===== src/verilog/can_stat_pkg.sv =====
// Package for the CAN status, interrupt and abort block.
// Assumes one 100 MHz clock domain and an 8-bit register port.
package can_stat_pkg;
   localparam int ADDR_W = 4;
   localparam logic [3:0] OFS_RX_FLAGS = 4'h0;
   localparam logic [3:0] OFS_RX_IEN = 4'h1;
   localparam logic [3:0] OFS_TX_FLAGS = 4'h2;
   localparam logic [3:0] OFS_TX_CTRL = 4'h3;
   localparam logic [3:0] OFS_FILTER = 4'h4;
   localparam logic [3:0] OFS_RX_ERR = 4'h5;
   localparam logic [3:0] OFS_TX_ERR = 4'h6;
   localparam logic [3:0] OFS_MODULE_CTRL = 4'h7;
   // Receive flag and enable bit positions.
   localparam int B_WAKEUP = 7;
   localparam int B_RX_WARN = 6;
   localparam int B_TX_WARN = 5;
   localparam int B_RX_PASS = 4;
   localparam int B_TX_PASS = 3;
   localparam int B_BUSOFF = 2;
   localparam int B_OVERRUN = 1;
   localparam int B_RX_FULL = 0;
   // Transmit flag layout: ack in 6:4, empty in 2:0; ctrl likewise.
   localparam int B_ABORT_LO = 4;
   localparam int B_SOFT_RESET = 0;
   localparam int B_SLEEP = 1;
   localparam int NUM_TX = 3;
   localparam logic [8:0] WARN_LIMIT = 9'd96;
   localparam logic [8:0] PASS_LIMIT = 9'd127;
   localparam logic [8:0] BUSOFF_LIMIT = 9'd255;
   localparam logic [7:0] RECOV_SEQS = 8'd128;
   localparam logic [3:0] RECOV_BITS = 4'd11;
   localparam logic [7:0] RST_MODULE_CTRL = 8'h01;
   localparam logic [1:0] MODE_CLOSED = 2'b11;

   typedef struct packed {
      logic [ADDR_W-1:0] addr;
      logic [7:0] wdata;
      logic wr;
      logic rd;
   } reg_req_t;

   // Events from the protocol engine, one clock each unless noted.
   typedef struct packed {
      logic [8:0] rx_error_count;   // Level.
      logic [8:0] tx_error_count;   // Level.
      logic sleeping;               // Level.
      logic wakeup;
      logic overrun;
      logic rx_msg_ok;              // Background buffer holds a message.
      logic [1:0] rx_hit;           // Filter that accepted it.
      logic recessive_bit;          // One recessive bit sampled.
      logic dominant_bit;           // One dominant bit sampled.
      logic [2:0] tx_done;          // Buffer sent successfully.
      logic [2:0] tx_abortable;     // Not started, or lost / errored.
   } engine_ev_t;

   typedef enum logic [1:0] {
      BO_IDLE,
      BO_ACTIVE,
      BO_RECOVERED
   } busoff_state_t;
endpackage

===== src/verilog/can_stat_ctrl.sv =====
// CAN controller status, interrupt-request and transmit-abort logic.
// Assumes protocol-engine events arrive synchronous to clk_sys.
`timescale 1ns/1ps
`default_nettype none
module can_stat_ctrl
   import can_stat_pkg::*;
(
   input wire logic clk_sys,                    // System clock.
   input wire logic rst_n,                      // Asynchronous reset.
   input wire can_stat_pkg::reg_req_t req,      // Register request.
   output logic [7:0] rdata,                    // Read data, next cycle.
   input wire can_stat_pkg::engine_ev_t ev,     // Protocol engine events.
   output logic fg_load,                        // Foreground buffer load.
   output logic [2:0] abort_grant,              // Buffer abort taken.
   output logic [1:0] filter_mode,              // Filter organisation.
   output logic soft_reset_bit,                 // Soft reset state.
   output logic wakeup_irq,                     // Wakeup interrupt.
   output logic error_irq,                      // Error interrupt.
   output logic rx_irq,                         // Receive interrupt.
   output logic tx_irq                          // Transmit-empty interrupt.
);
   import can_stat_pkg::*;

   logic [7:0] module_ctrl_q;
   logic [7:0] rx_flags_q;
   logic [7:0] rx_ien_q;
   logic [2:0] tx_buf_empty_q;
   logic [2:0] abort_ack_q;
   logic [2:0] abort_request_q;
   logic [2:0] tx_empty_irq_en_q;
   logic [1:0] filter_mode_q;
   logic [1:0] filter_hit_q;
   logic [7:0] rdata_q;
   logic fg_load_q;
   logic [2:0] abort_grant_q;
   logic wakeup_irq_q, error_irq_q, rx_irq_q, tx_irq_q;
   busoff_state_t bo_state_q;
   logic [3:0] rec_run_q;
   logic [7:0] rec_seq_q;

   logic srst;
   logic wr_rxf, wr_rxie, wr_txf, wr_txc, wr_fil, wr_mc;
   logic [7:0] rx_set, rx_cond, rx_clr;
   logic [2:0] tx_set, tx_clr;
   logic load_ok;
   logic busoff_cond;

   assign srst = module_ctrl_q[B_SOFT_RESET];
   assign wr_rxf = req.wr && req.addr == OFS_RX_FLAGS;
   assign wr_rxie = req.wr && req.addr == OFS_RX_IEN;
   assign wr_txf = req.wr && req.addr == OFS_TX_FLAGS;
   assign wr_txc = req.wr && req.addr == OFS_TX_CTRL;
   assign wr_fil = req.wr && req.addr == OFS_FILTER;
   assign wr_mc = req.wr && req.addr == OFS_MODULE_CTRL;

   always_ff @(posedge clk_sys or negedge rst_n) begin
      if (!rst_n) begin
         module_ctrl_q <= RST_MODULE_CTRL;
      end else if (wr_mc) begin
         module_ctrl_q <= req.wdata;
      end
   end

   // Bus-off recovery counts runs of 11 recessive bits, 128 of them.
   assign busoff_cond = ev.tx_error_count > BUSOFF_LIMIT;
   always_ff @(posedge clk_sys or negedge rst_n) begin
      if (!rst_n) begin
         bo_state_q <= BO_IDLE;
         rec_run_q <= 4'h0;
         rec_seq_q <= 8'h00;
      end else begin
         case (bo_state_q)
            BO_IDLE: begin
               if (busoff_cond) begin
                  bo_state_q <= BO_ACTIVE;
                  rec_run_q <= 4'h0;
                  rec_seq_q <= 8'h00;
               end
            end
            BO_ACTIVE: begin
               if (ev.dominant_bit) begin
                  rec_run_q <= 4'h0;
               end else if (ev.recessive_bit) begin
                  if (rec_run_q == RECOV_BITS - 4'h1) begin
                     rec_run_q <= 4'h0;
                     if (rec_seq_q == RECOV_SEQS - 8'h01) begin
                        bo_state_q <= BO_RECOVERED;
                     end
                     rec_seq_q <= rec_seq_q + 8'h01;
                  end else begin
                     rec_run_q <= rec_run_q + 4'h1;
                  end
               end
            end
            BO_RECOVERED: begin
               if (!rx_flags_q[B_BUSOFF]) begin
                  bo_state_q <= BO_IDLE;
               end
            end
            default: bo_state_q <= BO_IDLE;
         endcase
      end
   end

   // Foreground load: closed filter or full buffer blocks it.
   assign load_ok = ev.rx_msg_ok && !rx_flags_q[B_RX_FULL]
                    && filter_mode_q != MODE_CLOSED
                    && !srst;

   always_comb begin
      rx_set = 8'h00;
      rx_set[B_WAKEUP] = ev.wakeup && ev.sleeping;
      rx_set[B_RX_WARN] = ev.rx_error_count > WARN_LIMIT
         && !rx_flags_q[B_RX_PASS] && !rx_flags_q[B_TX_PASS]
         && !rx_flags_q[B_BUSOFF];
      rx_set[B_TX_WARN] = ev.tx_error_count > WARN_LIMIT
         && !rx_flags_q[B_RX_PASS] && !rx_flags_q[B_TX_PASS]
         && !rx_flags_q[B_BUSOFF];
      rx_set[B_RX_PASS] = ev.rx_error_count > PASS_LIMIT
         && !rx_flags_q[B_BUSOFF];
      rx_set[B_TX_PASS] = ev.tx_error_count > PASS_LIMIT
         && !rx_flags_q[B_BUSOFF];
      rx_set[B_BUSOFF] = busoff_cond;
      rx_set[B_OVERRUN] = ev.overrun;
      rx_set[B_RX_FULL] = load_ok;
      // Causes still present block a clear.
      rx_cond = rx_set;
      rx_cond[B_BUSOFF] = bo_state_q != BO_RECOVERED;
      rx_clr = wr_rxf ? (req.wdata & ~rx_cond) : 8'h00;
   end

   always_ff @(posedge clk_sys or negedge rst_n) begin
      if (!rst_n) begin
         rx_flags_q <= 8'h00;
      end else if (srst) begin
         rx_flags_q <= 8'h00;
      end else begin
         rx_flags_q <= (rx_flags_q & ~rx_clr) | rx_set;
      end
   end

   always_ff @(posedge clk_sys or negedge rst_n) begin
      if (!rst_n) begin
         rx_ien_q <= 8'h00;
      end else if (srst) begin
         rx_ien_q <= 8'h00;
      end else if (wr_rxie) begin
         rx_ien_q <= req.wdata;
      end
   end

   // Abort is granted only when the engine says the buffer is abortable.
   always_comb begin
      for (int i = 0; i < NUM_TX; i++) begin
         tx_set[i] = ev.tx_done[i] || (abort_request_q[i]
                     && ev.tx_abortable[i] && !tx_buf_empty_q[i]);
      end
      tx_clr = wr_txf ? req.wdata[NUM_TX-1:0] : 3'h0;
   end

   always_ff @(posedge clk_sys or negedge rst_n) begin
      if (!rst_n) begin
         tx_buf_empty_q <= 3'h7;
         abort_ack_q <= 3'h0;
      end else if (srst) begin
         tx_buf_empty_q <= 3'h7;
         abort_ack_q <= 3'h0;
      end else begin
         for (int i = 0; i < NUM_TX; i++) begin
            if (tx_set[i]) begin
               tx_buf_empty_q[i] <= 1'b1;
               abort_ack_q[i] <= !ev.tx_done[i];
            end else if (tx_clr[i]) begin
               tx_buf_empty_q[i] <= 1'b0;
               abort_ack_q[i] <= 1'b0;
            end
         end
      end
   end

   always_ff @(posedge clk_sys or negedge rst_n) begin
      if (!rst_n) begin
         abort_request_q <= 3'h0;
         tx_empty_irq_en_q <= 3'h0;
      end else if (srst) begin
         abort_request_q <= 3'h0;
         tx_empty_irq_en_q <= 3'h0;
      end else begin
         for (int i = 0; i < NUM_TX; i++) begin
            if (tx_set[i]) begin
               abort_request_q[i] <= 1'b0;
            end else if (wr_txc && req.wdata[B_ABORT_LO + i]) begin
               abort_request_q[i] <= 1'b1;
            end
         end
         if (wr_txc) begin
            tx_empty_irq_en_q <= req.wdata[NUM_TX-1:0];
         end
      end
   end

   // Filter mode and hit.
   always_ff @(posedge clk_sys or negedge rst_n) begin
      if (!rst_n) begin
         filter_mode_q <= 2'b00;
         filter_hit_q <= 2'b00;
      end else begin
         if (wr_fil && srst) begin
            filter_mode_q <= req.wdata[5:4];
         end
         if (load_ok) begin
            filter_hit_q <= ev.rx_hit;
         end
      end
   end

   // Interrupt lines.
   always_ff @(posedge clk_sys or negedge rst_n) begin
      if (!rst_n) begin
         wakeup_irq_q <= 1'b0;
         error_irq_q <= 1'b0;
         rx_irq_q <= 1'b0;
         tx_irq_q <= 1'b0;
      end else begin
         wakeup_irq_q <= rx_flags_q[B_WAKEUP]
            && rx_ien_q[B_WAKEUP];
         error_irq_q <= |(rx_flags_q[B_RX_WARN:B_OVERRUN]
            & rx_ien_q[B_RX_WARN:B_OVERRUN]);
         rx_irq_q <= rx_flags_q[B_RX_FULL]
            && rx_ien_q[B_RX_FULL];
         tx_irq_q <= |(tx_buf_empty_q & tx_empty_irq_en_q);
      end
   end

   always_ff @(posedge clk_sys or negedge rst_n) begin
      if (!rst_n) begin
         fg_load_q <= 1'b0;
         abort_grant_q <= 3'h0;
      end else begin
         fg_load_q <= load_ok;
         // A soft reset wipes the buffer flags, so no grant is reported then.
         abort_grant_q <= srst ? 3'h0 : (tx_set & ~ev.tx_done);
      end
   end

   // Read port; counters read as zero outside sleep or soft reset.
   always_ff @(posedge clk_sys or negedge rst_n) begin
      if (!rst_n) begin
         rdata_q <= 8'h00;
      end else if (req.rd) begin
         case (req.addr)
            OFS_RX_FLAGS: rdata_q <= rx_flags_q;
            OFS_RX_IEN: rdata_q <= rx_ien_q;
            OFS_TX_FLAGS: rdata_q <= {1'b0, abort_ack_q, 1'b0, tx_buf_empty_q};
            OFS_TX_CTRL: rdata_q <= {1'b0, abort_request_q, 1'b0,
                                     tx_empty_irq_en_q};
            OFS_FILTER: rdata_q <= {2'b00, filter_mode_q, 2'b00, filter_hit_q};
            OFS_RX_ERR: rdata_q <= (srst || ev.sleeping)
                                   ? ev.rx_error_count[7:0] : 8'h00;
            OFS_TX_ERR: rdata_q <= (srst || ev.sleeping)
                                   ? ev.tx_error_count[7:0] : 8'h00;
            OFS_MODULE_CTRL: rdata_q <= {module_ctrl_q[7:2], ev.sleeping,
                                         module_ctrl_q[B_SOFT_RESET]};
            default: rdata_q <= 8'h00;
         endcase
      end else begin
         rdata_q <= 8'h00;
      end
   end

   assign rdata = rdata_q;
   assign fg_load = fg_load_q;
   assign abort_grant = abort_grant_q;
   assign filter_mode = filter_mode_q;
   assign soft_reset_bit = module_ctrl_q[B_SOFT_RESET];
   assign wakeup_irq = wakeup_irq_q;
   assign error_irq = error_irq_q;
   assign rx_irq = rx_irq_q;
   assign tx_irq = tx_irq_q;
endmodule
`default_nettype wire


===== config.mk =====
export PLATFORM = sky130hd
export DESIGN_NAME = can_stat_ctrl
export DESIGN_NICKNAME = d
export VERILOG_FILES = /design/src/verilog/can_stat_pkg.sv /design/src/verilog/can_stat_ctrl.sv
export SDC_FILE = /design/constraint.sdc
export NUM_CORES = 1
export LEC_CHECK = 0
export ABC_AREA = 1
export BUFFER_PORTS_ARGS = -buffer_cell sky130_fd_sc_hd__buf_4
export CAP_MARGIN = 20
export CELL_PAD_IN_SITES_DETAIL_PLACEMENT = 1
export CELL_PAD_IN_SITES_GLOBAL_PLACEMENT = 1
export CORE_MARGIN = 4
export CORE_UTILIZATION = 36
export CTS_CLUSTER_SIZE = 30
export DETAILED_ROUTE_END_ITERATION = 10
export GPL_ROUTABILITY_DRIVEN = 1
export PLACE_DENSITY = 0.77
export SYNTH_ARGS = -nofsm -noshare
export SYNTH_HDL_FRONTEND = slang
export SYNTH_SLANG_ARGS = --single-unit

===== constraint.sdc =====
create_clock -name clk_sys -period 1.5 [get_ports clk_sys]
set_input_delay 0.225 -clock clk_sys [delete_from_list [all_inputs] [get_ports clk_sys]]
set_output_delay 0.225 -clock clk_sys [all_outputs]
set_load 0.05 [all_outputs]

==> results by group <==
Power and ir drop
  – Flop pwr share: 45.2%
  – VDD IR max: 679 uV
  – Power per cell area: ~1100 nW/um^2
  – Cell Int Power: 3.48 mW
  – NetSw: 1.84 mW
  – Net Sw Frac: 34.5%
  – Combinational share of power: about a quarter
  – Leakage power total: around 2.5 nW
  – Clock Power Share: between 20% and 30%

Placed design
  – DP HPWL: 9030 um
  – Area after DPL: around 4500 um^2
  – Final Wtd Congestion: 0.827
  – DP Cell Count: 730
  – PortBufs: 66

Critical path
  – Worst path slowest cell: dfrtp_1
  – Crit path cell chain: inv_2 -> ha_4 -> nand3b_1 -> o21ai_4 -> nand2_4 -> nand2_1 -> o21ai_1
  – Critical Path Source Type: register
  – R2R Setup Slk: 0.03 ns
  – CP Data Required Time: 1.74 ns
  – CP arrival: 1.71 ns
  – Critical Path Max Stage Delay: 0.40 ns
  – CP Class: reg -> reg
  – Max FO, Critical Path: 7
  – Crit path buf inv count: 1
  – Setup crit end kind: register
  – CP delay by family, top: flip-flops

Synth
  – Synth Instances: 513
  – Sequential share of the synthesized area: a little under half
  – Syn_area_per_cell: 7.09 um^2
  – Main combinational cell family by area after synthesis: simple AND/OR/NAND/NOR gates
  – Yosys warns: 0
  – Seq cells post-synth: 69
  – Synth Area in Simple Gates: 34.7%
  – Top cells by area, synth: dfrtp_1 (45%), nand2_1 (18%), nor2_1 (7.2%)
  – Post-Synth Adder-Cell Area: around 1.0%
  – Compound-Gate Fraction of Synth Area: a little under 9%
  – Fraction of synthesized area in multiplexers: 0%
  – Netlist cell types: 24
  – Post-synthesis xor/xnor area fraction: less than 1%
  – Cell area after synthesis: roughly 3600 um^2
  – Yosys top cell by area: dfrtp_1
  – Yosys top cell area share: 44.7%
  – Syn_nets: 564

Clock tree
  – CTS tree: yes
  – CTS Buf Count: 9
  – H-tree depth: 3
  – Clk root buf: clkbuf_8
  – Clock Tree Buf Depth: 2
  – Clk sinks: 69
  – Clk_lat worst skew: 0.36 ns
  – Clock Pin Slew Worst Setup and Hold Paths: 0.08 ns

Timing
  – Max Fclk: 682 MHz
  – Final hold violations: 0
  – Max-Slew Margin vs Limit: 71.7%
  – Final period utilization: 97.8%
  – Final setup violating endpoints: 0
  – Clk_skew: 0.00586 ns
  – Actual slew at the worst max-slew pin: 0.424 ns
  – Min cycle time layout: 1.47 ns
  – RSZ-0062 raised after global routing: true
  – Slew Limit Fails: 0

Cells and area
  – Nets: 663
  – Count of non-filler cells in the finished layout: 750
  – # fillers: ~1300
  – Commonest non-fill, non-tap cell in the layout: nand2_1
  – Most frequent cells in the layout: nand2_1 (163), buf_4 (93), nor2_1 (68)
  – Area Overhead vs Synth: 31.3%
  – Fraction of layout cells with a size suffix above 1: about 22%
  – Layout Cell Area excl Fill: 4780 um^2
  – Final core occ: 48.7%
  – ANT cells: 0

Die
  – Initial Util: 37.1%
  – Core footprint: a little under 10000 um^2
  – IO Pins: 67
  – Row count: 36
  – Die area: 11800 um^2
  – Die width: 109 um
  – Die Height: between 100 and 150 um

Hold path
  – Hold WC Path Type: in -> reg

Run
  – Total of max-cap violations: 0

Detailed routing
  – First drt pass iteration count: 4
  – Via count: about 3700
  – Routed length per instance: 15.7 um
  – Final wirelength: 11800 um
  – Via density: between 4 and 5
  – Final ANT Viol Nets: 0
  – Drt first-iter violations: 166
  – Drc violations: 0

Status
  – Status: completed

Global route
  – Initial antenna violation count: 0
  – Vias in the first global route: 3988
  – Total gr overflow: 0
  – GRT Util Overall: 20.9%
  – Largest net degree at the start of global routing: 28
  – First-pass GRT wire length: 19200 um
[cells by family (layout without fill, tap and decap cells)]
group	Yosys count	in the layout
simple gates	307	308
buf+inv	71	174
flops	69	69
xor+xnor	1	1
fa+ha+maj	3	3
compound gates	62	62
[stage by stage]
stage                     power (mW)  hold WS (ns)  setup slack [ns]  setup TNS (ns)
after floorplan                 3.12       -0.0706            0.0791               0
after global placement          3.66         0.165            0.0459               0
after detailed placement        3.72         0.174           -0.0943          -0.524
after CTS                       5.27        0.0582            0.0135               0
after global routing            5.61        0.0797           -0.0535          -0.208
final                           5.31        0.0647            0.0330               0
[power by group through the flow]
stage          clock network, mW  logic, mW  registers, mW
4_1_cts                     1.58       1.31           2.39
2_1_floorplan                  0      0.541           2.58
6_report                    1.56       1.35           2.40
3_3_place_gp                   0       1.25           2.41
3_5_place_dp                   0       1.30           2.42
5_1_grt                     1.66       1.50           2.44
[Yosys cell counts (all sizes together)]
library cell and instances:
nand2 170, nor2 73, dfrtp 65, inv 62, nand3 52, o21ai 35, a21oi 23, buf 8
nor3 5, dfstp 4, nand4 4, ha 3, a22o 2, nand3b 2, clkbuf 1, o211ai 1
o221ai 1, or2 1, xor2 1
[path summary, 6_finish.rpt]
| check | to | cells past startpoint | start |
|---|---|---|---|
| worst min-delay path | filter_hit_q[1]$_DFFE_PN0P_ | 3 | ev[9] |
| worst min register to register | tx_buf_empty_q[0]$_DFFE_PN1P_ | 2 | tx_buf_empty_q[0]$_DFFE_PN1P_ |
| worst max register to register | rec_seq_q[5]$_DFFE_PN0P_ | 7 | rec_run_q[0]$_DFFE_PN0P_ |
| max in group asynchronous | wakeup_irq$_DFF_PN0_ | 3 | rst_n |
| worst max-delay path | rec_seq_q[5]$_DFFE_PN0P_ | 7 | rec_run_q[0]$_DFFE_PN0P_ |
| min in group asynchronous | fg_load$_DFF_PN0_ | 2 | rst_n |
[tightest hold or removal path, cell delays in order]
cell	delay, ns
buf_4	0.08
nand2_1	0.04
nand2_1	0.05
[flip-flops by register name, summed over array words and instances (netlist names), 3 cells and up]
register,flops
abort_ack_q,3
abort_grant,3
abort_request_q,3
module_ctrl_q,7
rdata,8
rec_run_q,4
rec_seq_q,8
rx_flags_q,8
rx_ien_q,8
tx_buf_empty_q,3
tx_empty_irq_en_q,3
[timing repair]
item                                    4_1_cts  5_1_grt
cloned                                        0        1
hold endpoints to repair                     19        0
hold buffers                                  1        0
endpoints found under the setup margin        8       14
gates resized for setup                       1       26
pin swaps                                     0        6
buffers inserted                              0        2
[layer usage]
metal	GRT usage, %	routed length [um]	part of all wire (%)	vias up
met5	0	0	0	-
li1	-	-	-	1818
met2	36.5	5810	49	78
met1	26.2	5320	45	1792
met3	2.81	420	3.6	16
met4	7.75	211	1.8	0
[area by class of cell]
class                      count  area (um^2)  share of cell area [%]
timing repair buffer          96          739                    15.5
clock inverter                 4         47.5                   0.995
inverter                      62          233                    4.87
clock buffer                  12          145                    3.04
multi-input combinational    374         1710                    35.9
sequential                    69         1730                    36.3
tap                          133          166                    3.48
(Power assumes the default switching activity.)
